===== config.mk =====
export PLATFORM = sky130hd
export DESIGN_NAME = tom_monitor
export DESIGN_NICKNAME = d
export VERILOG_FILES = /design/src/design/tom_pkg.sv /design/src/design/tom_monitor.sv
export VERILOG_INCLUDE_DIRS = /design/src /design/src/design
export SDC_FILE = /design/constraint.sdc
export NUM_CORES = 1
export LEC_CHECK = 0
export ABC_AREA = 1
export BUFFER_PORTS_ARGS = -buffer_cell sky130_fd_sc_hd__buf_2
export CAP_MARGIN = 20
export CORE_MARGIN = 2
export CORE_UTILIZATION = 60
export DETAILED_ROUTE_END_ITERATION = 6
export PLACE_DENSITY_LB_ADDON = 0.15
export RECOVER_POWER = 25
export SKIP_CTS_REPAIR_TIMING = 1
export SLEW_MARGIN = 40
export SYNTH_ARGS = -nofsm -noshare
export SYNTH_HDL_FRONTEND = slang
export SYNTH_SLANG_ARGS = --single-unit

===== constraint.sdc =====
create_clock -name mclk -period 3.55 [get_ports mclk]
set_input_delay 0.1775 -clock mclk [delete_from_list [all_inputs] [get_ports mclk]]
set_output_delay 0.1775 -clock mclk [all_outputs]
set_load 0.005 [all_outputs]

===== src/design/tom_defines.svh =====
// Constants for the dual-channel torque-off monitor.
`ifndef TOM_DEFINES_SVH
`define TOM_DEFINES_SVH
`define TOM_CLK_PERIOD_NS 10
`define TOM_DISC_WINDOW_NS 1000000000
`define TOM_DISC_CYCLES (`TOM_DISC_WINDOW_NS / `TOM_CLK_PERIOD_NS)
`define TOM_CLASS_NONE 3'h0
`define TOM_CLASS_STO 3'h3
`define TOM_CLASS_DISC 3'h4
`endif


===== src/design/tom_pkg.sv =====
// Types for the dual-channel torque-off monitor.
package tom_pkg;
  typedef enum logic [1:0] {
    TOM_RUN = 2'b00,
    TOM_WAIT = 2'b01,
    TOM_OFF = 2'b10
  } tom_state_t;
  typedef struct packed {
    logic active;
    logic [2:0] err_class;
  } tom_err_t;
endpackage


===== src/design/tom_monitor.sv =====
// Dual-channel torque-off monitor with discrepancy timing.
`timescale 1ns/100ps
`include "tom_defines.svh"
module tom_monitor #(
  parameter int unsigned DISC_CYCLES = `TOM_DISC_CYCLES
) (
  input wire logic mclk,
  input wire logic rst,
  input wire logic torque_off_input_a,
  input wire logic torque_off_input_b,
  input wire logic auto_power_stage_enable_setting,
  input wire logic enable_request,
  input wire logic fault_reset,
  output logic power_stage_enable,
  output tom_pkg::tom_err_t error
);
  import tom_pkg::*;

  // Three-stage synchronisers; a change counts once stages two and three agree.
  logic [2:0] sa_r;
  logic [2:0] sb_r;
  logic fa_r;
  logic fb_r;
  logic fa_nxt;
  logic fb_nxt;
  always_comb begin
    fa_nxt = (sa_r[1] == sa_r[2]) ? sa_r[2] : fa_r;
    fb_nxt = (sb_r[1] == sb_r[2]) ? sb_r[2] : fb_r;
  end
  always_ff @(posedge mclk or posedge rst) begin
    if (rst) begin
      sa_r <= 3'h0;
      sb_r <= 3'h0;
      fa_r <= 1'b0;
      fb_r <= 1'b0;
    end else begin
      sa_r <= {sa_r[1:0], torque_off_input_a};
      sb_r <= {sb_r[1:0], torque_off_input_b};
      fa_r <= fa_nxt;
      fb_r <= fb_nxt;
    end
  end

  // A low level on an input is a torque-off request; no inversion exists.
  logic lo_a;
  logic lo_b;
  assign lo_a = ~fa_r;
  assign lo_b = ~fb_r;

  tom_state_t state_r;
  tom_state_t state_nxt;
  logic [31:0] cnt_r;
  logic [31:0] cnt_nxt;
  logic [2:0] cls_r;
  logic [2:0] cls_nxt;
  logic en_r;
  logic en_nxt;

  always_comb begin
    state_nxt = state_r;
    cnt_nxt = cnt_r;
    cls_nxt = cls_r;
    en_nxt = en_r;
    unique case (state_r)
      TOM_RUN: begin
        if (lo_a || lo_b) begin
          en_nxt = 1'b0;
          cls_nxt = `TOM_CLASS_STO;
          cnt_nxt = 32'h0;
          state_nxt = (lo_a && lo_b) ? TOM_OFF : TOM_WAIT;
        end else if (cls_r != `TOM_CLASS_NONE) begin
          if (fault_reset) begin
            cls_nxt = `TOM_CLASS_NONE;
          end
        end else if (enable_request || auto_power_stage_enable_setting) begin
          en_nxt = 1'b1;
        end
      end
      TOM_WAIT: begin
        en_nxt = 1'b0;
        if (lo_a && lo_b) begin
          state_nxt = TOM_OFF;
        end else if (cnt_r >= DISC_CYCLES - 1) begin
          cls_nxt = `TOM_CLASS_DISC;
          state_nxt = TOM_OFF;
        end else begin
          cnt_nxt = cnt_r + 32'h1;
        end
      end
      TOM_OFF: begin
        en_nxt = 1'b0;
        if (!lo_a && !lo_b) begin
          state_nxt = TOM_RUN;
        end
      end
      default: begin
        state_nxt = TOM_OFF;
        en_nxt = 1'b0;
      end
    endcase
  end

  always_ff @(posedge mclk or posedge rst) begin
    if (rst) begin
      state_r <= TOM_OFF;
      cnt_r <= 32'h0;
      cls_r <= `TOM_CLASS_NONE;
      en_r <= 1'b0;
    end else begin
      state_r <= state_nxt;
      cnt_r <= cnt_nxt;
      cls_r <= cls_nxt;
      en_r <= en_nxt;
    end
  end

  // The enable also drops combinationally on any synchronised low level.
  assign power_stage_enable = en_r & ~lo_a & ~lo_b;
  assign error.active = (cls_r != `TOM_CLASS_NONE);
  assign error.err_class = cls_r;
endmodule


==> Yosys cells after proc, flatten, opt, wreduce, memory -nomap -nowiden <==
Index checks and enable logic that the tools add are counted.
{ "classes": {"mux": 20, "add_sub_neg": 1, "n_reduce_logical": 11, "bitwise_logic": 4, "magnitude_cmp": 1, "n_eq_ne": 14} }
{ "ops": {"columns": ["op", "count"], "rows": [
  ["two-way mux 32 bit", 3],
  ["case mux 32 bit (2 select lines)", 1],
  ["adder 32 x 1 -> 32 bit, second input constant", 1],
  [">= comparator 32 x 27 -> 1 bit, second input constant", 1],
  ["two-way mux 3 bit", 5],
  ["!= test 3 bit, second input constant", 5],
  ["two-way mux 2 bit", 5],
  ["!= test 2 bit, second input constant", 5],
  ["case mux 2 bit (3 select lines)", 1],
  ["case mux 3 bit (2 select lines)", 1],
  ["AND reduction 5 bit", 1],
  ["two-way mux 1 bit", 4],
  ["AND reduction 4 bit", 1],
  ["AND reduction 3 bit", 1],
  ["nonzero test 3 bit", 1],
  ["AND 1 bit", 2],
  ["== test 1 bit", 2],
  ["== test 2 x 1 -> 1 bit, second input constant", 1],
  ["== test 2 bit, second input constant", 1],
  ["logical AND 1 bit", 2],
  ["logical NOT 2 bit", 1],
  ["logical OR 1 bit", 2],
  ["NOT 1 bit", 2],
  ["AND reduction 2 bit", 1],
  ["nonzero test 2 bit", 1]
]} }
{ "totals": {"output_inout_bits": 5, "register_bits": 46} }

==> Depth between registers and ports, before layout <==
{ "logic_depth": {"depth_word": 5, "mapped_depth": 12, "mapped_depth_nobuf": 11} }

==> Worst setup path after synthesis <==
No wires, ideal clock.
{ "synth_path": {"path_kind": "reg-to-reg", "from": "register cnt_r[0]", "to": "register cnt_r[19]", "setup_ns": 0.118, "required_time_ns": 3.432, "t_arrival_ns": 1.595, "slack_ns": 1.837, "path_buffers": 1, "path_stages_with_launch": 13, "path_cell_list": "dfrtp_1 > ha_1 > nand3_2 > clkinv_2 > nand2_4 > nand2_2 > nand3_4 > nand2_4 > nand2_4 > nand2_8 > buf_6 > nand2_1 > nand2_1"} }
{ "synth_via": {"elab_chain_cells": 4} }
{ "synth_lines": {"columns": ["item", "line_no", "text"], "rows": [
  ["start: declaration", "tom_monitor.sv:52", "logic [31:0] cnt_r;"],
  ["start signal: assignment", "tom_monitor.sv:111", "cnt_r <= cnt_nxt;"],
  ["adder 32 x 1 -> 32 bit", "tom_monitor.sv:87", "cnt_nxt = cnt_r + 32'h1;"],
  ["two-way mux 32 bit", "tom_monitor.sv:83", "end else if (cnt_r >= DISC_CYCLES - 1) begin"],
  ["two-way mux 32 bit", "tom_monitor.sv:81", "if (lo_a && lo_b) begin"],
  ["case mux 32 bit (2 select lines)", "tom_monitor.sv:64", "unique case (state_r)"]
]} }
Parallel ways exist; a longest one is shown, timed or not. The select of a mux whose other input is x is not followed.
A chain may end at the register's enable or synchronous reset.

==> Final worst setup path <==
{ "layout_path": {"from": "register cnt_r[0]", "to": "register cnt_r[31]"} }
Same word-level chain as after synthesis.

==> results.cfg <==
[placement]
place_congestion = 0.930
place.detailed.hpwl_um = 3990
dpl_cell_area_um2 = 2810
io_buffers = 11

[finish]
diodes = 0
syn_to_final_growth_pct = 7.71
fin_area_um2 = 2950
final_nets = 418
final_layout_size_suffix_gt1_share_pct = 10.2

[synthesis]
synth_cells = 398
ys_warn_count = 0
synth_area_per_cell_um2 = 6.89
synth_fp_nets = 406
syn_area_um2 = 2740
ys_seq_area_share_pct = 41.1
synth-seq-cells = 45
synth.distinct_cells = 29

[min_path]
holdPathStages = 3
min_path_type = primary input to flop
min_from = enable_request

[setup_path]
slowest_delay_ps = 450
cp_top_family = simple AND/OR/NAND/NOR gates
cp_slowest_cell = dfrtp_1
critPathBufInv = 2
cp-startpoint = cnt_r[0]
rr_startpoint = cnt_r[0]
regToRegSetupSlack_ps = 1500
reg2reg_to = cnt_r[31]
cp-start-kind = flop
crit_cells = 11
required_ps = 3750
cp_max_fo = 28
critPathKind = flop to flop
crit_chain = ha_1 -> nand3_2 -> clkinv_2 -> nand2_4 -> nand2_2 -> nand3_4 -> nand2_4 -> nand2_4 -> nand2_8 -> inv_2 -> nor2_1
crit_end = cnt_r[31]
ff2ff_path_depth = 11
cp.arrival_ps = 2250
setup.worst_path.end_class = flop
cp_common_cell = nand2_4

[clock_tree]
clkLatencyLatePin_ps = 300
root_buffer = clkbuf_8
cts_tree = yes
cts_buffers = 5
cts-htree-levels = 2
path_clk_slew_ps = 80
cts_sinks = 45
cts_max_path_buffers = 2

[pwr]
powerDensity_nw_per_um2 = 450
finalPower_mw = 1.33
irDropWorstVdd_mv = 0.541
leakage_nw = 1.39

[global_route]
grt_pass1_wl_um = 9740
grt_usage_pct = 24.0
grt.overflow.total = 0
grt_pass1_vias = 2221
grt_start_max_net_pins = 46
antenna_found_initial = 0

[run_status]
outcome = finished, violations left
violations = capacitance limit, slew limit

[routing]
postRouteAntennaNets = 0
via_per_inst = 5.04
wl_um = 5600
drt_iter0_markers = 164
dr.pass1.iters = 4
route.detailed.drc = 0
num_vias = 2333
wl_per_cell_um = 12.1

[timing]
hold_violations = 0
relSlewSlack_pct = -28.0
fin_crit_ps = 2050
worst-slew-pin-transition_ps = 1910
skew_ps = 3.08
post-route-period-util_pct = 57.7
rsz0062_at_grt = no
max_clock_freq_mhz = 488
finalMaxSlewViolations = 46
setup_viol = 0
fin_setup_tns_ps = 0

[flow_run]
max-cap-violations = 1

[floorplanning]
rows = 24
die_width_um = 71.6
pin_count = 12
die_area_um2 = 5130
die_h_um = 71.6
initial_core_util_pct = 62.5
coreArea_um2 = 4380
-- layout make-up --
class                   count  area (um2)
multi-input cells         311        1430
fillers                   381        1430
flip-flops and latches     45        1130
inverters                  33         126
repair buffers             14        85.1
clock buffers               5        68.8
well taps                  52        65.1
clock inverters             3        46.3
-- how the worst min path moves through the flow --
stage                     endpoint  slack [ps]
after floorplan            sa_r[0]         210
after global placement     sa_r[0]         290
after detailed placement   sb_r[0]         270
after CTS                  sb_r[0]         -60
after global routing          en_r         200
final                         en_r         170
-- registers in the layout (all words and copies together) (netlist names) --
register / count
state_r: 2
en_r: 1
fb_r: 1
sb_r: 3
fa_r: 1
cnt_r: 32
sa_r: 3
cls_r: 2
-- cells in the mapped netlist --
master | number | area (um2)
clkinv_2 | 1 | 5.00
a21oi_1 | 3 | 15.0
dfrtp_1 | 44 | 1100
dfstp_2 | 1 | 26.3
clkbuf_1 | 4 | 15.0
o21bai_1 | 1 | 7.51
nand2_1 | 147 | 552
nor3_1 | 1 | 5.00
nor2_1 | 75 | 282
nand2_8 | 1 | 20.0
xor2_1 | 9 | 78.8
inv_1 | 27 | 101
nand3_1 | 47 | 235
nor2_4 | 1 | 11.3
o21ai_0 | 3 | 15.0
a21oi_4 | 1 | 16.3
nand3_4 | 1 | 17.5
ha_1 | 1 | 12.5
inv_2 | 5 | 18.8
buf_2 | 2 | 10.0
buf_4 | 1 | 7.51
nand2_2 | 2 | 12.5
nand2_4 | 3 | 33.8
nand4_1 | 1 | 6.26
xnor2_1 | 6 | 52.6
nor2_2 | 5 | 31.3
maj3_1 | 2 | 20.0
nand3_2 | 1 | 10.0
buf_6 | 2 | 22.5
-- where the power goes --
group | internal (mW) | switching, mW
logic | 0.0870 | 0.272
registers | 0.549 | 0.0286
clock network | 0.211 | 0.181
total | 0.847 | 0.482
-- cell families (layout without fill, tap and decap cells) --
| family | count (synthesis) | after routing | synth area share [%] |
|---|---|---|---|
| DFF | 45 | 45 | 41.1 |
| buffers and inverters | 42 | 55 | 6.57 |
| and+or+nand+nor | 285 | 285 | 44.4 |
| xor gates and xnor gates | 15 | 15 | 4.79 |
| AOI/OAI and AO/OA | 8 | 8 | 1.96 |
| adders and majority gates | 3 | 3 | 1.19 |
-- placed cells by master (no fill, tap or decap), types with 2 or more instances in the layout --
| cell | Yosys | layout |
|---|---|---|
| nand2_1 | 147 | 147 |
| nor2_1 | 75 | 75 |
| nand3_1 | 47 | 47 |
| dfrtp_1 | 44 | 44 |
| inv_1 | 27 | 26 |
| buf_2 | 2 | 11 |
| xor2_1 | 9 | 9 |
| xnor2_1 | 6 | 6 |
| inv_2 | 5 | 5 |
| nor2_2 | 5 | 5 |
| clkbuf_8 | 0 | 5 |
| nand2_4 | 3 | 3 |
| a21oi_1 | 3 | 3 |
| o21ai_0 | 3 | 3 |
| dlygate4sd3_1 | 0 | 3 |
| nand2_2 | 2 | 2 |
| maj3_1 | 2 | 2 |
-- through the flow --
| step | utilization (%) | hold WS [ps] | setup slack (ps) | std cells |
|---|---|---|---|---|
| 3_3_place_gp | 64.0 | 287 | 1570 | 452 |
| 3_5_place_dp | 64.1 | 271 | 1510 | 452 |
| 5_1_grt | 67.4 | 201 | 1340 | 463 |
| 4_1_cts | 66.7 | -64.4 | 1500 | 460 |
| 2_1_floorplan | - | 209 | 1840 | 398 |
| 6_report | 67.4 | 173 | 1500 | 463 |
-- tightest hold or removal path: stages --
cell and delay [ps]:
buf_2 70, o21ai_0 60, a21oi_1 130
-- metal layers --
metal,global-route usage (%),share of wire [%]
met1,30.8,48
met2,41.3,48
met3,3.80,2.4
met4,8.39,1.6
met5,0,0
(Power assumes the default switching activity.)
